--- src/logic/sbk_pkg.sv ---
package sbk_pkg;
    localparam logic [7:0]  ACK_UART     = 8'h86;
    localparam logic [7:0]  ACK_SIO      = 8'h30;
    localparam logic [7:0]  CMD_RAM      = 8'h10;
    localparam logic [7:0]  CMD_ERASE    = 8'h40;
    localparam logic [7:0]  ACK_ER_EN    = 8'h54;
    localparam logic [7:0]  ACK_ER_DONE  = 8'h4f;
    localparam logic [7:0]  ACK_ER_FAIL  = 8'h4c;
    localparam logic [7:0]  ACK_PA_RAM   = 8'h11;
    localparam logic [7:0]  ACK_PA_ERASE = 8'h41;
    localparam logic [7:0]  ERASED       = 8'hff;
    localparam logic [31:0] PW_FLAG_ADDR = 32'h3f81fff0;
    localparam logic [31:0] PW_FIRST     = 32'h3f81fff4;
    localparam logic [31:0] PW_LAST      = 32'h3f81ffff;
    localparam int          PW_LEN       = 12;
    localparam logic [4:0]  PW_BYTE_LO   = 5'h05;
    localparam logic [4:0]  PW_BYTE_HI   = 5'h10;
    localparam logic [4:0]  SUM_BYTE     = 5'h11;
    localparam int          BIT_RXERR    = 3;
    localparam int          BIT_FAIL     = 0;
    localparam logic [3:0]  NIB_OK       = 4'h0;
    localparam logic [3:0]  NIB_FAIL     = 4'h1;
    localparam logic [3:0]  NIB_RXERR    = 4'h8;
    typedef enum logic [2:0] {
        SBK_MODE   = 3'b000,
        SBK_CMD    = 3'b001,
        SBK_DATA   = 3'b010,
        SBK_ERASE  = 3'b011,
        SBK_RUN    = 3'b100,
        SBK_HALT   = 3'b101
    } sbk_state_t;
endpackage : sbk_pkg

--- src/logic/sbk_sum.sv ---
`timescale 1ns/1ps
module sbk_sum (
    input  wire logic       i_ref_clk,  // System clock
    input  wire logic       i_resetn,   // Sync reset, active low
    input  wire logic       i_clear,    // Restart accumulation
    input  wire logic       i_add,      // Accumulate byte
    input  wire logic [7:0] i_byte,     // Byte to add
    output logic      [7:0] o_check     // Two's complement of sum
);
    logic [7:0] sum;

    always_ff @(posedge i_ref_clk) begin
        if (!i_resetn || i_clear) begin
            sum <= 8'h00;
        end else if (i_add) begin
            sum <= sum + i_byte;
        end
    end

    assign o_check = 8'h00 - sum;
endmodule : sbk_sum

--- src/logic/sbk_ack.sv ---
`timescale 1ns/1ps
// Rules from the document
// Ack high nibble copies command high nibble
// Ack bit 3 flags receive error
// Ack bit 0 flags command, checksum, password fault
// Ack bits 1 and 2 always zero; mode ack 0x86 and erase acks 0x54, 0x4F, 0x4C have bit 2 set
// Clocked link: no receive error reporting
// Mode ack 0x86 async, 0x30 clocked
// Async without usable baud: halt silently
// Valid commands echo 0x10 or 0x40
// Command ack nibble 8 error, 1 undefined
// Checksum ack nibble 0, 1 or 8
// Erase acks 0x54, 0x4F, 0x4C
// Controller rechecks erase after ready plus 200us
// Flag byte 0xFF means no password
// Password is twelve stored bytes
// RAM always checks; erase only if required
// RAM: uniform non-erased password gives 0x11
// Bytes 5..16 compared; mismatch is error
// Erase: uniform password gives 0x41
// Check regardless of security enable
// Checksum is negated modulo-256 sum
// Controller uses the same checksum method
// Programmers should store a unique password
// Controller picks mode by first byte
// Controller waits 5 s for async echo
// Ack only after byte assembled and checked
module sbk_ack
    import sbk_pkg::*;
#(
    parameter int PW_BYTES = PW_LEN
) (
    input  wire logic                  i_ref_clk,      // 200 MHz system clock
    input  wire logic                  i_resetn,       // Sync reset, active low
    input  wire logic                  i_mode_valid,   // Mode detection finished, pulse
    input  wire logic                  i_mode_sio,     // 1: clocked link chosen
    input  wire logic                  i_baud_ok,      // Async baud can be set
    input  wire logic                  i_rx_valid,     // Received byte, pulse
    input  wire logic [7:0]            i_rx_data,      // Received byte
    input  wire logic                  i_rx_err,       // Framing/overrun on this byte
    input  wire logic [7:0]            i_pw_flag,      // Stored requirement byte
    input  wire logic [8*PW_BYTES-1:0] i_pw_store,     // Stored password, byte 0 low
    input  wire logic                  i_security_on,  // Security enabled (no effect)
    input  wire logic                  i_erase_start,  // Erase enabled, pulse
    input  wire logic                  i_erase_done,   // Erase finished, pulse
    input  wire logic                  i_erase_fail,   // Erase aborted, pulse
    input  wire logic                  i_tx_ready,     // Link can take an ack
    output logic                       o_tx_valid,     // Ack byte presented
    output logic      [7:0]            o_tx_data,      // Ack byte
    output logic                       o_tx_sio,       // Link mode for the ack
    output logic                       o_halted,       // Stopped on bad baud
    output logic                       o_cmd_ram,      // RAM transfer accepted
    output logic                       o_cmd_erase,    // Erase accepted
    output logic                       o_sum_ok,       // Header checksum and password good
    output logic      [7:0]            o_check         // Running checksum value
);
    sbk_state_t state;
    logic [4:0] byte_no;
    logic [3:0] cmd_hi;
    logic       is_erase;
    logic       pw_bad;
    logic       sio;
    logic       rx_err_q;
    logic       pend;
    logic [7:0] next_ack;
    logic       next_send;

    // Receive errors are meaningless on the clocked link
    assign rx_err_q = i_rx_err && !sio;

    function automatic logic [7:0] pw_byte(input logic [8*PW_BYTES-1:0] v, input int k);
        pw_byte = v[8*k +: 8];
    endfunction : pw_byte

    // Stored password consists of one repeated byte
    logic pw_uniform;
    always_comb begin
        pw_uniform = 1'b1;
        for (int k = 1; k < PW_BYTES; k++) begin
            if (pw_byte(i_pw_store, k) != pw_byte(i_pw_store, 0)) begin
                pw_uniform = 1'b0;
            end
        end
    end

    logic pw_needed;
    // Security state is deliberately not consulted
    assign pw_needed = !is_erase || (i_pw_flag != ERASED);

    logic area_err;
    always_comb begin
        if (!is_erase) begin
            area_err = pw_uniform && (pw_byte(i_pw_store, 0) != ERASED);
        end else begin
            area_err = pw_needed && pw_uniform;
        end
    end

    logic       sum_clear;
    logic       sum_add;
    logic [7:0] check;
    assign sum_clear = (state == SBK_CMD);
    assign sum_add   = i_rx_valid && (state == SBK_DATA) && (byte_no < SUM_BYTE);

    sbk_sum u_sum (
        .i_ref_clk (i_ref_clk),
        .i_resetn  (i_resetn),
        .i_clear   (sum_clear),
        .i_add     (sum_add),
        .i_byte    (i_rx_data),
        .o_check   (check)
    );
    assign o_check = check;

    // Ack content decision; one byte in, at most one ack out
    always_comb begin
        next_ack  = 8'h00;
        next_send = 1'b0;
        if (state == SBK_MODE && i_mode_valid) begin
            next_send = i_mode_sio || i_baud_ok;
            next_ack  = i_mode_sio ? ACK_SIO : ACK_UART;
        end else if (state == SBK_CMD && i_rx_valid) begin
            next_send = 1'b1;
            if (rx_err_q) begin
                next_ack = {i_rx_data[7:4], NIB_RXERR};
            end else if (i_rx_data == CMD_RAM || i_rx_data == CMD_ERASE) begin
                next_ack = i_rx_data;
            end else begin
                next_ack = {i_rx_data[7:4], NIB_FAIL};
            end
        end else if (state == SBK_DATA && i_rx_valid && byte_no == SUM_BYTE) begin
            next_send = 1'b1;
            if (rx_err_q) begin
                next_ack = {cmd_hi, NIB_RXERR};
            end else if (pw_needed && area_err) begin
                next_ack = is_erase ? ACK_PA_ERASE : ACK_PA_RAM;
            end else if ((i_rx_data != check) || (pw_needed && pw_bad)) begin
                next_ack = {cmd_hi, NIB_FAIL};
            end else begin
                next_ack = {cmd_hi, NIB_OK};
            end
        end else if (state == SBK_ERASE) begin
            next_send = i_erase_start || i_erase_done || i_erase_fail;
            if (i_erase_fail) begin
                next_ack = ACK_ER_FAIL;
            end else if (i_erase_done) begin
                next_ack = ACK_ER_DONE;
            end else begin
                next_ack = ACK_ER_EN;
            end
        end
    end

    // Sequencer
    always_ff @(posedge i_ref_clk) begin
        if (!i_resetn) begin
            state   <= SBK_MODE;
            byte_no <= 5'h00;
        end else begin
            case (state)
                SBK_MODE: begin
                    if (i_mode_valid) begin
                        state <= (i_mode_sio || i_baud_ok) ? SBK_CMD : SBK_HALT;
                    end
                end
                SBK_CMD: begin
                    if (i_rx_valid && !rx_err_q &&
                        (i_rx_data == CMD_RAM || i_rx_data == CMD_ERASE)) begin
                        state   <= SBK_DATA;
                        byte_no <= 5'h04;
                    end
                end
                SBK_DATA: begin
                    if (i_rx_valid) begin
                        if (byte_no == SUM_BYTE) begin
                            if (next_ack[3:0] != NIB_OK) begin
                                state <= SBK_CMD;
                            end else begin
                                state <= is_erase ? SBK_ERASE : SBK_RUN;
                            end
                        end else begin
                            byte_no <= byte_no + 5'h01;
                        end
                    end
                end
                SBK_ERASE: begin
                    if (i_erase_done || i_erase_fail) begin
                        state <= SBK_CMD;
                    end
                end
                SBK_RUN:  state <= SBK_RUN;
                SBK_HALT: state <= SBK_HALT;
                default:  state <= SBK_MODE;
            endcase
        end
    end

    // Command context and link mode
    always_ff @(posedge i_ref_clk) begin
        if (!i_resetn) begin
            cmd_hi   <= 4'h0;
            is_erase <= 1'b0;
            sio      <= 1'b0;
        end else begin
            if (state == SBK_MODE && i_mode_valid) begin
                sio <= i_mode_sio;
            end
            if (state == SBK_CMD && i_rx_valid) begin
                cmd_hi   <= i_rx_data[7:4];
                is_erase <= (i_rx_data == CMD_ERASE);
            end
        end
    end

    // Password comparison over received bytes 5..16
    always_ff @(posedge i_ref_clk) begin
        if (!i_resetn || state == SBK_CMD) begin
            pw_bad <= 1'b0;
        end else if (state == SBK_DATA && i_rx_valid &&
                     byte_no >= PW_BYTE_LO && byte_no <= PW_BYTE_HI) begin
            if (i_rx_data != pw_byte(i_pw_store, int'(byte_no - PW_BYTE_LO))) begin
                pw_bad <= 1'b1;
            end
        end
    end

    // Ack holding stage; a new ack overwrites the held one at once, even before it has left
    always_ff @(posedge i_ref_clk) begin
        if (!i_resetn) begin
            pend      <= 1'b0;
            o_tx_data <= 8'h00;
        end else if (next_send) begin
            pend      <= 1'b1;
            o_tx_data <= next_ack;
        end else if (pend && i_tx_ready) begin
            pend <= 1'b0;
        end
    end

    assign o_tx_valid = pend;
    assign o_tx_sio   = sio;

    always_ff @(posedge i_ref_clk) begin
        if (!i_resetn) begin
            o_halted    <= 1'b0;
            o_cmd_ram   <= 1'b0;
            o_cmd_erase <= 1'b0;
            o_sum_ok    <= 1'b0;
        end else begin
            o_halted    <= (state == SBK_HALT);
            o_cmd_ram   <= (state == SBK_DATA || state == SBK_RUN) && !is_erase;
            o_cmd_erase <= (state == SBK_DATA || state == SBK_ERASE) && is_erase;
            o_sum_ok    <= (state == SBK_RUN || state == SBK_ERASE);
        end
    end
endmodule : sbk_ack

--- config.mk ---
export PLATFORM = sky130hd
export DESIGN_NAME = sbk_ack
export DESIGN_NICKNAME = d
export VERILOG_FILES = /design/src/logic/sbk_pkg.sv /design/src/logic/sbk_sum.sv /design/src/logic/sbk_ack.sv
export SDC_FILE = /design/constraint.sdc
export NUM_CORES = 1
export LEC_CHECK = 0
export BUFFER_PORTS_ARGS = -buffer_cell sky130_fd_sc_hd__buf_2
export CAP_MARGIN = 20
export CORE_MARGIN = 1.5
export CORE_UTILIZATION = 53
export CTS_BUF_LIST = sky130_fd_sc_hd__clkbuf_4 sky130_fd_sc_hd__clkbuf_8
export CTS_CLUSTER_SIZE = 28
export DETAILED_ROUTE_END_ITERATION = 6
export PLACE_DENSITY = 0.86
export SETUP_SLACK_MARGIN = 0.5
export SYNTH_ARGS = -nofsm -noshare
export SYNTH_HDL_FRONTEND = slang
export SYNTH_SLANG_ARGS = --single-unit
--- constraint.sdc ---
create_clock -name i_ref_clk -period 3.7 [get_ports i_ref_clk]
set_input_delay 0.925 -clock i_ref_clk [delete_from_list [all_inputs] [get_ports i_ref_clk]]
set_output_delay 0.925 -clock i_ref_clk [all_outputs]
set_load 0.02 [all_outputs]
# --- Word level (Yosys, flattened, before mapping) ---
# Cells that the tools add are included.
totals:
  output_inout_bits: 22
  wordCells: 133
  inputBits: 124
  register_bits: 36
classes:
  mux: 44
  n_shift: 1
  order_cmp: 3
  add_sub_neg: 4
  reduce_logical: 39
  eq_ne: 29
op_table:
  columns: ["op", "count"]
  rows:
  - ["$ne 8x8->1", 13]
  - ["$shiftx 96x9->8", 1]
  - ["$mux 8", 6]
  - ["$mux 5", 5]
  - ["$mux 3", 8]
  - ["$mux 1", 19]
  - ["$pmux 3 s6", 1]
  - ["$logic_and 1x1->1", 17]
  - ["$ne 8x8->1 const B", 2]
  - ["$mux 7", 2]
  - ["$ne 2x2->1 const B", 6]
  - ["$logic_or 1x1->1", 11]
  - ["$pmux 5 s2", 1]
  - ["$add 8x8->8", 1]
  - ["$eq 8x5->1 const B", 1]
  - ["$eq 8x7->1 const B", 1]
  - ["$mux 4", 2]
  - ["$sub 1x8->8 const A", 1]
  - ["$eq 3x2->1 const B", 2]
  - ["$eq 3x3->1 const B", 2]
  - ["$sub 5x3->6 const B", 1]
  - ["$add 5x1->5 const B", 1]
  - ["$eq 5x5->1 const B", 1]
  - ["$ge 5x3->1 const B", 1]
  - ["other kinds (10)", 14]

# --- Logic depth before layout (Yosys ltp) ---
# Gate-level depths: netlist of the first run.
depth:
  ltp_word: 25
  depth_mapped: 13
  mapped_depth_nobuf: 10

# --- Modules after synthesis ---
# From an unflattened synthesis of the first run, not the netlist that was laid out.
unflattened:
  hier_cells: 521
  hier_area_um2: 4285.4
modules_own_cells:
  columns: ["mod", "seq_area_each_um2", "instances", "cells_per_inst", "area_per_inst_um2"]
  rows:
  - ["sbk_ack", 560.5, 1, 428, 3515.9]
  - ["sbk_sum", 160.2, 1, 93, 769.5]

# --- Worst setup path after synthesis of the first run ---
# Ideal clock, no wire load.
synth_path:
  path_kind: "register to register"
  startpoint: "register byte_no[0]"
  endpoint: "register pw_bad"
  period_less_slack_ns: 3.369
  stages_incl_launch_ff: 13
  arrival_ns: 3.250
  required_time_ns: 3.580
  path_slack_ns: 0.331
  setup_ns: 0.120
  n_path_buf: 4
  path_cell_list: "dfxtp_1 buf_2 buf_4 buf_2 inv_1 ha_1 buf_1 mux4_2 inv_1 nor2_1 a221o_1 a221o_1 o31a_1"
synth_via:
  elab_chain_len: 4
  elab_cells_between_ends: 8
  classes_between: "1 x add/sub; 2 x order compare; 1 x eq/ne; 1 x shift; 3 x reduce/logical"
synth_rtl:
  columns: ["item", "line_no", "source"]
  rows:
  - ["start: declaration", "sbk_ack.sv:58", "logic [4:0] byte_no;"]
  - ["start signal: assignment", "sbk_ack.sv:182", "byte_no <= byte_no + 5'h01;"]
  - ["$sub 5x3->6 or $ge 5x3->1 (tied branches)", "sbk_ack.sv:221, sbk_ack.sv:220", null]
  - ["$shiftx 96x9->8 or $logic_and 1x1->1 (tied branches)", "sbk_ack.sv:72, sbk_ack.sv:219", null]
  - ["$ne 8x8->1 or $logic_and 1x1->1 (tied branches)", "sbk_ack.sv:221, sbk_ack.sv:220", null]
  - ["$reduce_and 2->1 (no source line) *", null, null]
  - ["end signal: assignment", "sbk_ack.sv:218", "pw_bad <= 1'b0;"]
  - ["end signal: assignment", "sbk_ack.sv:222", "pw_bad <= 1'b1;"]
  - ["end: declaration", "sbk_ack.sv:61", "logic pw_bad;"]
# Mark *: on every way between the ends. The rest lies on a longest branch, timed or not.
# A chain may end at the register's enable or synchronous reset.

# --- Final worst setup path of the first run ---
layout_path:
  startpoint: "input port i_pw_store[33]"
  endpoint: "register state[1]"
layout_via:
  elab_chain_len: 22
  elab_cells_between_ends: 23
  classes_between: "1 x eq/ne; 18 x mux; 4 x reduce/logical"
layout_rtl:
  columns: ["item", "line_no", "source"]
  rows:
  - ["start: declaration", "sbk_ack.sv:42", "input wire logic [8*PW_BYTES-1:0] i_pw_store,"]
  - ["$ne 8x8->1 *", "sbk_ack.sv:80", "if (pw_byte(i_pw_store, k) != pw_byte(i_pw_store, 0)) begin"]
  - ["$mux 1 * (8 in series)", "sbk_ack.sv:80", null]
  - ["$logic_and 1x1->1 (on tied branches)", "sbk_ack.sv:93, sbk_ack.sv:95", null]
  - ["$mux 1 *", "sbk_ack.sv:92", "if (!is_erase) begin"]
  - ["$logic_and 1x1->1 *", "sbk_ack.sv:135", "end else if (pw_needed && area_err) begin"]
  - ["$mux 8 *", "sbk_ack.sv:135", null]
  - ["$mux 8 *", "sbk_ack.sv:133", "if (rx_err_q) begin"]
  - ["$mux 8 *", "sbk_ack.sv:131", "end else if (state == SBK_DATA && i_rx_valid && byte_no == SUM_BYTE) begin"]
  - ["$mux 8 *", "sbk_ack.sv:122", "end else if (state == SBK_CMD && i_rx_valid) begin"]
  - ["$mux 8 *", "sbk_ack.sv:119", "if (state == SBK_MODE && i_mode_valid) begin"]
  - ["$reduce_bool 4->1 *", "sbk_ack.sv:176", "if (next_ack[3:0] != NIB_OK) begin"]
  - ["$mux 3 *", "sbk_ack.sv:176", null]
  - ["$mux 3 *", "sbk_ack.sv:175", "if (byte_no == SUM_BYTE) begin"]
  - ["$mux 3 *", "sbk_ack.sv:174", "if (i_rx_valid) begin"]
  - ["$pmux 3 s6 *", "sbk_ack.sv:160", "case (state)"]
  - ["end signal: assignment", "sbk_ack.sv:163", "state <= (i_mode_sio || i_baud_ok) ? SBK_CMD : SBK_HALT;"]
  - ["end signal: assignment", "sbk_ack.sv:179", "state <= is_erase ? SBK_ERASE : SBK_RUN;"]
  - ["end: declaration", "sbk_ack.sv:57", "sbk_state_t state;"]
# Mark *: on every way between the ends. The rest lies on a longest branch, timed or not. The select of a mux whose other input is x is not followed.

==> reports/metrics.yaml, run 1 <==
cts:
  clock_latency_ns: 0.30
  cts.htree.levels: 2
  cts.sink_count: 36
  cts_buffers: 5
  clkSlewWorstSetupHoldPaths_ns: 0.08
  hold_buffers: 0
  cts_tree: "yes"
  cts_root_buffer: "clkbuf_8"
  cts_buffer_depth: 2
synth:
  synth-edff-count: 0
  synth_compound_area_share_pct: 18.6
  yosysSeqAreaShare_pct: 17.5
  ys.flop_type: "dfxtp_1"
  synthesis.area_um2: 4120
  synth_top_area_share_pct: 17.5
  synth_fa_ha_area_share_pct: 4.13
  synth_top_area_cell: "dfxtp_1"
  yosysMostFrequentCell: "nand2_1"
  yosysUniqueCellTypes: 73
  syn_nets: 639
  synthArstFlopShare_pct: 0
  synth_area_per_cell_um2: 8.20
  synth-simple-area-share_pct: 28.8
  synthCells: 502
  netlist_top_cells_area: "dfxtp_1 (18%), mux4_2 (9.8%), mux2i_1 (7.8%)"
  synthXorXnorAreaFrac_pct: 5.96
  synth_top_family_by_area: "simple AND/OR/NAND/NOR gates"
  synth_seq_cells: 36
  muxShareOfSynthArea_pct: 19.6
  synth_common_cells: "nand2_1 (48), dfxtp_1 (36), nor2_1 (35)"
  yosysWarnings: 0
pwr:
  irDropWorstVdd_mv: 0.196
  p_switching_w: 0.000722
  swShare_pct: 42.7
  combPwrFrac_pct: 51.6
  clkPwrFrac_pct: 18.6
  seqPwrFrac_pct: 29.8
  power_w: 0.00169
  p_per_area_nw_per_um2: 342
  p_int_w: 0.000968
  power_leakage_nw: 2.02
sta:
  fin_crit_ns: 3.06
  min_period_over_period_pct: 82.8
  setup_viol_count_final: 0
  slew_viol_final: 0
  clock_skew_ns: 0.00368
  fmax_mhz: 326
  worst_pin_slew_ns: 0.706
  hold_violations: 0
  fin_setup_tns_ns: 0
  slew_headroom_pct: 52.9
  rsz0062_at_grt: "true"
floorplan:
  die_area_um2: 8300
  rows: 31
  io_pins: 146
  start_util_pct: 55.9
  die_x_um: 91.1
  core_um2: 7370
  die_h_um: 91.1
job:
  cap_violations: 0
grt:
  grt_start_max_net_pins: 31
  grt_use_total_pct: 31.1
  grt_pass1_wl_mm: 21.2
  grt_antenna_before_repair: 0
  overflow: 0
  first_global_vias: 4542
place:
  place.gp.congestion: 0.967
  numPortBuffers: 144
  postPlaceCellArea_um2: 4830
  dpl.cell_count: 718
  hpwl_mm: 10.3
drt:
  vias_per_cell: 6.45
  vias: 4684
  avgRoutedWirePerCell_um: 17.9
  drtAntennaViolNets: 0
  wirelength_mm: 13.0
  drc: 0
  first_iter_violations: 428
  dr.pass1.iters: 5
cells_and_area:
  fin_nets: 763
  drive_gt1_share_pct: 31.3
  syn_to_final_growth_pct: 19.9
  diodes: 0
  final_area_um2: 4940
  layout.cells.non_filler: 726
worst_setup_path:
  cp-start-kind: "input port"
  cp-end-kind: "flip-flop"
  path_class: "input port to flip-flop"
  crit_fanout: 3
  cp_data_required_time_ns: 3.89
  cp.arrival_ns: 3.26
hold_path:
  hp-class: "flip-flop to flip-flop"
status:
  status: "finished, final reports clean"
[flip-flops by register name, indices dropped and copies added, names as in the netlist]
name and cells:
byte_no 5, cmd_hi 4, is_erase 1, o_cmd_erase 1
o_cmd_ram 1, o_halted 1, o_sum_ok 1, o_tx_data 8
o_tx_sio 1, o_tx_valid 1, pw_bad 1, state 3
u_sum.sum 8
[power groups by stage]
| stage | clock network, W | registers [W] | logic [W] |
|---|---|---|---|
| final | 0.000314 | 0.000504 | 0.000872 |
| after global routing | 0.000328 | 0.000513 | 0.000948 |
| after CTS | 0.000312 | 0.000502 | 0.000861 |
| after detailed placement | 0 | 0.000510 | 0.000856 |
| after global placement | 0 | 0.000505 | 0.000829 |
| after floorplan | 0 | 0.000518 | 0.000591 |
[cell usage in the layout, fill, tap and decap left out, types with 10 or more instances in the layout]
cell type	instances
nor2_1	35
xnor2_1	15
nand3_1	12
inv_1	15
o21ai_0	28
mux4_2	18
nor3_1	17
ha_1	12
dfxtp_1	36
or4_1	18
nor4_1	10
mux2i_1	32
xor2_1	12
a21boi_0	10
buf_2	145
a21oi_1	18
nand2_1	48
nand4_1	27
[final cells by class]
| class | instances | area, um^2 |
|---|---|---|
| Multi-Input combinational cell | 420 | 3190 |
| Inverter | 15 | 56.3 |
| Sequential cell | 36 | 721 |
| Fill cell | 632 | 2430 |
| Clock inverter | 1 | 7.51 |
| Timing Repair Buffer | 148 | 752 |
| Tap cell | 99 | 124 |
| Clock buffer | 7 | 90.1 |
[repair_timing]
action                                  CTS  global route
setup buffers                             0             0
endpoints found under the setup margin    1             2
resized for setup                         1             2
[critical path, stage by stage]
cell	delay (ns)
buf_2	0.11
or4_1	0.51
nor4_1	0.28
o2111ai_1	0.19
or4_1	0.62
o211ai_2	0.22
o22ai_2	0.14
a32o_1	0.27
[cells by family (layout without fill, tap and decap cells)]
logic type      count (synthesis)  after routing
mux                            56             56
flops                          36             36
compound gates                107            107
simple gates                  216            216
xor+xnor                       28             28
fa+ha+maj                      13             13
buf+inv                        46            171
[final timing paths]
check	from	end	slack, ns	depth (start not counted)
hold reg to reg	cmd_hi[1]	cmd_hi[1]	0.47	2
hold / removal	cmd_hi[1]	cmd_hi[1]	0.47	2
setup / recovery	i_pw_store[33]	state[1]	0.64	8
setup reg to reg	byte_no[0]	pw_bad	0.70	9
[stage by stage]
stage / setup WS [ns] / hold WS (ns) / util (%)
floorplan: 0.540 / 0.438 / -
global placement: 0.398 / 0.447 / 65.4
detailed placement: 0.200 / 0.461 / 65.5
CTS: 0.588 / 0.469 / 66.9
global route: 0.480 / 0.485 / 67.0
finish: 0.636 / 0.473 / 67.0
[layer usage]
layer	share of wire (%)	track usage, %
met3	7.4	5.53
met2	49	54.5
met5	0	0
met4	2.6	11.1
met1	41	38.1
Power figures use the tool's default switching activity.
==> run 2: changes to the inputs <==
- clock period: 3.7 -> 3.05 ns (I/O delays scaled with it)
==> reports/metrics.yaml, run 2 (synthesis gave the netlist of run 1 again) <==
cells_and_area:
  final_common_cell: "buf_2"  # unchanged
  multiInputGateArea_um2: 3460  # was 3190 um^2
  layout_common_cells: "buf_2 (140), nand2_1 (48), buf_4 (45)"  # was buf_2 (145), nand2_1 (48), dfxtp_1 (36)
  regArea_um2: 733  # was 721 um^2
  fillCellCount: 526  # was 632
  syn_to_final_growth_pct: 37.1  # was 19.9%
  top_regs: "o_tx_data: 8 flops, u_sum.sum: 8 flops, byte_no: 5 flops"  # unchanged
  drive_gt1_share_pct: 43.0  # was 31.3%
  fin_nets: 811  # was 763
  diodes: 0  # unchanged
status:
  status: "finished, final reports clean"  # unchanged
hold_path:
  min_from: "cmd_hi[0]"  # was cmd_hi[1]
  min_to: "cmd_hi[0]"  # was cmd_hi[1]
  whs_path_depth: 2  # unchanged
  hp-class: "flip-flop to flip-flop"  # unchanged
place:
  hpwl_mm: 10.4  # was 10.3 mm
  place.gp.congestion: 0.921  # was 0.967
  numPortBuffers: 144  # unchanged
grt:
  first_global_vias: 4714  # was 4,542
  overflow: 0  # unchanged
  grt_start_max_net_pins: 27  # was 31
  grt_pass1_wl_mm: 22.1  # was 21.2 mm
  grt_use_total_pct: 32.2  # was 31.1%
  grt_antenna_before_repair: 0  # unchanged
drt:
  vias: 4986  # was 4,684
  vias_per_cell: 6.44  # was 6.45
  first_iter_violations: 467  # was 428
  drc: 0  # unchanged
  dr.pass1.iters: 7  # was 5
  avgRoutedWirePerCell_um: 17.9  # about the same
  drtAntennaViolNets: 0  # unchanged
  wirelength_mm: 13.8  # was 13.0 mm
cts:
  clock_latency_ns: 0.30  # about the same
  cts_buffer_depth: 2  # unchanged
  cts_tree: "yes"  # unchanged
  cts_root_buffer: "clkbuf_8"  # unchanged
  cts.sink_count: 36  # unchanged
  cts.htree.levels: 2  # unchanged
  clkSlewWorstSetupHoldPaths_ns: 0.08  # about the same
  cts_buffers: 5  # unchanged
worst_setup_path:
  crit_fanout: 3  # unchanged
  path_buf_inv: 1  # unchanged
  reg2reg_from: "byte_no[0]"  # unchanged
  path_delay_family: "simple AND/OR/NAND/NOR gates"  # unchanged
  rrSetupSlack_ns: 0.53  # was 0.70 ns
  crit_slowest_cell: "or4_4"  # was or4_1
  crit_path_cell_trace: "buf_6 -> or4_4 -> o31ai_4 -> o221ai_2 -> or4_4 -> o211ai_2 -> o22ai_2 -> a32o_1"  # was buf_2 -> or4_1 -> nor4_1 -> o2111ai_1 -> or4_1 -> o211ai_2 -> o22ai_2 -> a32o_1
  r2r_cells: 8  # was 9
  path_class: "input port to flip-flop"  # unchanged
  cp-end-kind: "flip-flop"  # unchanged
  regToRegEndpoint: "pw_bad"  # unchanged
  cp_data_required_time_ns: 3.25  # was 3.89 ns
  cp_slowest_stage_delay_ns: 0.54  # was 0.62 ns
  cp-start-kind: "input port"  # unchanged
  critical_path.most_common_cell: "or4_4"  # was or4_1
  cp.arrival_ns: 2.96  # was 3.26 ns
pwr:
  p_int_w: 0.00125  # was 0.000968 W
  swShare_pct: 42.6  # was 42.7%
  seqPwrFrac_pct: 28.1  # was 29.8%
  irDropWorstVdd_mv: 0.247  # was 0.196 mV
  combPwrFrac_pct: 56.0  # was 51.6%
  p_per_area_nw_per_um2: 384  # was 342 nW/um^2
  p_switching_w: 0.000924  # was 0.000722 W
  power_w: 0.00217  # was 0.00169 W
  power_leakage_nw: 2.34  # was 2.02 nW
  clkPwrFrac_pct: 15.9  # was 18.6%
sta:
  fin_crit_ns: 2.76
  slew_viol_final: 0  # unchanged
  rsz0062_at_grt: "true"  # unchanged
  setup_viol_count_final: 0  # unchanged
  clock_skew_ns: 0.00698  # was 0.00368 ns
  hold_violations: 0  # unchanged
  worst_pin_slew_ns: 0.556  # was 0.706 ns
  fmax_mhz: 362
  slew_headroom_pct: 62.5  # was 52.9%
  fin_setup_tns_ns: 0  # unchanged
  min_period_over_period_pct: 90.5
floorplan:
  die_h_um: 91.1  # unchanged
  start_util_pct: 55.9  # unchanged
  rows: 31  # unchanged
  die_x_um: 91.1  # unchanged
  io_pins: 146  # unchanged
  die_area_um2: 8300  # unchanged
  core_um2: 7370  # unchanged
job:
  cap_violations: 0  # unchanged
run 2: changes by cell type in the layout (fill, tap and decap cells not counted), moves of 6 or more:
| cell | before | now |
|---|---|---|
| buf_4 | 2 | 45 |
| buf_6 | 1 | 9 |
| or4_1 | 18 | 11 |
| or4_4 | 2 | 9 |
| dfxtp_1 | 36 | 30 |
| nor4_1 | 10 | 4 |
run 2: power groups by stage:
stage          clock (W)  combinational, W  sequential [W]
3_5_place_dp           0           0.00109        0.000610
2_1_floorplan          0          0.000732        0.000630
3_3_place_gp           0           0.00105        0.000607
5_1_grt         0.000365           0.00131        0.000619
6_report        0.000345           0.00122        0.000609
4_1_cts         0.000345           0.00111        0.000600
run 2: per-layer routing:
layer	GRT usage [%]	vias up	wire (um)
met2	54.9	293	6970
li1	-	2279	-
met4	11.5	0	534
met5	0	-	0
met1	40.7	2358	5260
met3	5.61	56	1070
run 2: worst min-delay path, delay by kind of cell (launching register included):
kind	cells	cell delay [ns]
and+or+nand+nor	1	0.05
AOI/OAI and AO/OA	1	0.07
DFF	1	0.31
run 2: metrics by stage:
step / hold WS (ns) / instances / utilization (%) / instance area (um^2) / setup WS, ns
floorplan: 0.438 / 502 / - / 4190 / 0.222
global placement: 0.448 / 745 / 68.8 / 5070 / -0.0964
detailed placement: 0.463 / 746 / 68.9 / 5080 / -0.123
CTS: 0.473 / 759 / 72.3 / 5330 / 0.320
global route: 0.496 / 774 / 76.6 / 5640 / 0.248
finish: 0.471 / 774 / 76.6 / 5640 / 0.290
run 2: final cells by class:
cell class	instances	area share (%)
Clock inverter	3	0.333
Timing Repair Buffer	196	20.9
Clock buffer	5	1.22
Sequential cell	36	13.0
Inverter	15	1.04
Tap cell	99	2.20
Multi-Input combinational cell	420	61.3
run 2: repair_timing:
item                       4_1_cts  5_1_grt
pin swaps                       17       24
resized for setup               24       43
hold buffers                     0        0
setup endpoints to repair        9       20
setup buffers                    5       15
run 2: how the worst max path moves through the flow:
stage	slack [ns]	cells past startpoint	startpoint	end
after floorplan	0.22	8	i_pw_store[0]	state[1]
after global placement	-0.1	8	i_pw_store[37]	state[1]
after detailed placement	-0.12	8	i_pw_store[37]	state[1]
after CTS	0.32	8	i_pw_store[48]	state[1]
after global routing	0.25	8	i_pw_store[7]	state[1]
final	0.29	8	i_pw_store[48]	state[1]
==> run 3: changes to the inputs <==
- GPL_TIMING_DRIVEN: default -> 0
==> reports/metrics.yaml, run 3 (synthesis gave the netlist of run 1 again) <==
floorplan:
  io_pins: 146  # unchanged
  core_um2: 7370  # unchanged
  die_h_um: 91.1  # unchanged
  die_x_um: 91.1  # unchanged
  rows: 31  # unchanged
  die_area_um2: 8300  # unchanged
  start_util_pct: 55.9  # unchanged
cts:
  cts_tree: "yes"  # unchanged
  cts.sink_count: 36  # unchanged
  hold_buffers: 0  # unchanged
  cts_buffer_depth: 2  # unchanged
  clock_latency_ns: 0.29  # was 0.30 ns
  clkSlewWorstSetupHoldPaths_ns: 0.07  # was 0.08 ns
  cts.htree.levels: 2  # unchanged
  cts_root_buffer: "clkbuf_8"  # unchanged
  cts_buffers: 5  # unchanged
cells_and_area:
  fin_nets: 805  # was 811
  layout_common_cells: "buf_2 (143), nand2_1 (48), nor2_1 (35)"  # was buf_2 (140), nand2_1 (48), buf_4 (45)
  syn_to_final_growth_pct: 35.6  # was 37.1%
  fillCellCount: 532  # was 526
  final_common_cell: "buf_2"  # unchanged
  drive_gt1_share_pct: 40.1  # was 43.0%
  layout.cells.non_filler: 768  # was 774
  top_regs: "o_tx_data: 8 flops, u_sum.sum: 8 flops, byte_no: 5 flops"  # unchanged
  diodes: 0  # unchanged
pwr:
  p_per_area_nw_per_um2: 405  # was 384 nW/um^2
  irDropWorstVdd_mv: 0.256  # was 0.247 mV
  power_leakage_nw: 2.26  # was 2.34 nW
place:
  dpl.cell_count: 742  # was 746
  numPortBuffers: 140  # was 144
  hpwl_mm: 10.6  # was 10.4 mm
  place.gp.congestion: 0.985  # was 0.921
  pre_cts_slack_ns: -0.211  # was -0.123 ns
grt:
  grt_use_total_pct: 33.4  # was 32.2%
  first_global_vias: 4824  # was 4,714
  overflow: 0  # unchanged
  grt_start_max_net_pins: 12  # was 27
  grt_pass1_wl_mm: 22.8  # was 22.1 mm
  grt_antenna_before_repair: 0  # unchanged
job:
  cap_violations: 0  # unchanged
drt:
  wirelength_mm: 14.6  # was 13.8 mm
  first_iter_violations: 506  # was 467
  vias_per_cell: 6.63  # was 6.44
  vias: 5095  # was 4,986
  dr.pass1.iters: 5  # was 7
  drc: 0  # unchanged
  avgRoutedWirePerCell_um: 19.0  # was 17.9 um
  drtAntennaViolNets: 0  # unchanged
hold_path:
  hp-class: "flip-flop to flip-flop"  # unchanged
sta:
  worst_pin_slew_ns: 0.589  # was 0.556 ns
  rsz0062_at_grt: "true"  # unchanged
  slew_viol_final: 0  # unchanged
  setup_viol_count_final: 0  # unchanged
  fin_crit_ns: 2.88  # was 2.76 ns
  hold_violations: 0  # unchanged
  slew_headroom_pct: 60.6  # was 62.5%
  clock_skew_ns: 0.00509  # was 0.00698 ns
  fmax_mhz: 347  # was 362 MHz
  min_period_over_period_pct: 94.4  # was 90.5%
  setup_ws_ns: 0.171  # was 0.290 ns
worst_setup_path:
  path_class: "input port to flip-flop"  # unchanged
  path_buf_inv: 1  # unchanged
  crit_fanout: 8  # was 3
  critical_path.most_common_cell: "or4_4"  # unchanged
  cp_data_required_time_ns: 3.23  # was 3.25 ns
  cp-end-kind: "flip-flop"  # unchanged
  crit_slowest_cell: "or4_4"  # unchanged
  cp_slowest_stage_delay_ns: 0.58  # was 0.54 ns
  cp.arrival_ns: 3.06  # was 2.96 ns
  cp-start-kind: "input port"  # unchanged
  crit_path_cell_trace: "buf_2 -> or4_4 -> mux2i_4 -> o2111ai_2 -> or4_4 -> o211ai_4 -> o22ai_4 -> a32o_1"  # was buf_6 -> or4_4 -> o31ai_4 -> o221ai_2 -> or4_4 -> o211ai_2 -> o22ai_2 -> a32o_1
  path_delay_family: "simple AND/OR/NAND/NOR gates"  # unchanged
status:
  status: "finished, final reports clean"  # unchanged
run 3: layout make-up:
class	instances	area, um^2	area share [%]
Multi-Input combinational cell	420	3480	62.3
Timing Repair Buffer	159	841	15.1
Sequential cell	36	728	13.0
Buffer	31	254	4.55
Tap cell	99	124	2.22
Clock buffer	7	90.1	1.61
Inverter	15	60.1	1.08
Clock inverter	1	7.51	0.134
run 3: timing repair:
action | CTS | global route
hold endpoints to repair | 0 | 0
pin swaps | 13 | 18
setup endpoints to repair | 14 | 23
setup buffers | 8 | 10
gates resized for setup | 34 | 41
run 3: worst register-to-register path: stages (launching register included):
cell        delay [ns]
dfxtp_4           0.37
buf_12            0.10
buf_12            0.09
buf_12            0.09
clkinvlp_4        0.13
ha_4              0.23
nor2b_2           0.19
a22oi_2           0.11
buf_4             0.16
nor2b_4           0.11
mux2_4            0.30
a221o_1           0.27
a221o_1           0.31
o31a_1            0.23
run 3: routing by layer:
metal	track usage (%)	vias to the layer above	wire, um
li1	-	2274	-
met1	42.1	2413	5480
met2	56.5	329	7240
met3	5.44	79	1210
met4	13.5	0	641
met5	0	-	0
run 3: worst paths after layout:
kind	start	to	slack (ns)	depth (start not counted)
setup / recovery	i_pw_store[7]	state[1]	0.17	8
hold / removal	o_tx_valid	o_tx_valid	0.48	2
setup reg to reg	byte_no[0]	pw_bad	0.26	13
hold reg to reg	o_tx_valid	o_tx_valid	0.48	2
run 3: power by group:
part,internal [W],switching [W],leakage [nW]
Clock,0.000193,0.000190,0.0479
Sequential,0.000535,0.0000550,0.294
Combinational,0.000573,0.000717,1.91
run 3: stage by stage:
stage / total power [W] / utilization (%) / setup TNS, ns / hold slack (ns) / cell area (um^2)
after floorplan: 0.00136 / - / 0 / 0.438 / 4190
after global placement: 0.00168 / 68.1 / -0.410 / 0.448 / 5020
after detailed placement: 0.00171 / 68.1 / -0.540 / 0.455 / 5020
after CTS: 0.00214 / 72.6 / 0 / 0.465 / 5350
after global routing: 0.00238 / 75.7 / 0 / 0.503 / 5580
final: 0.00226 / 75.7 / 0 / 0.477 / 5580
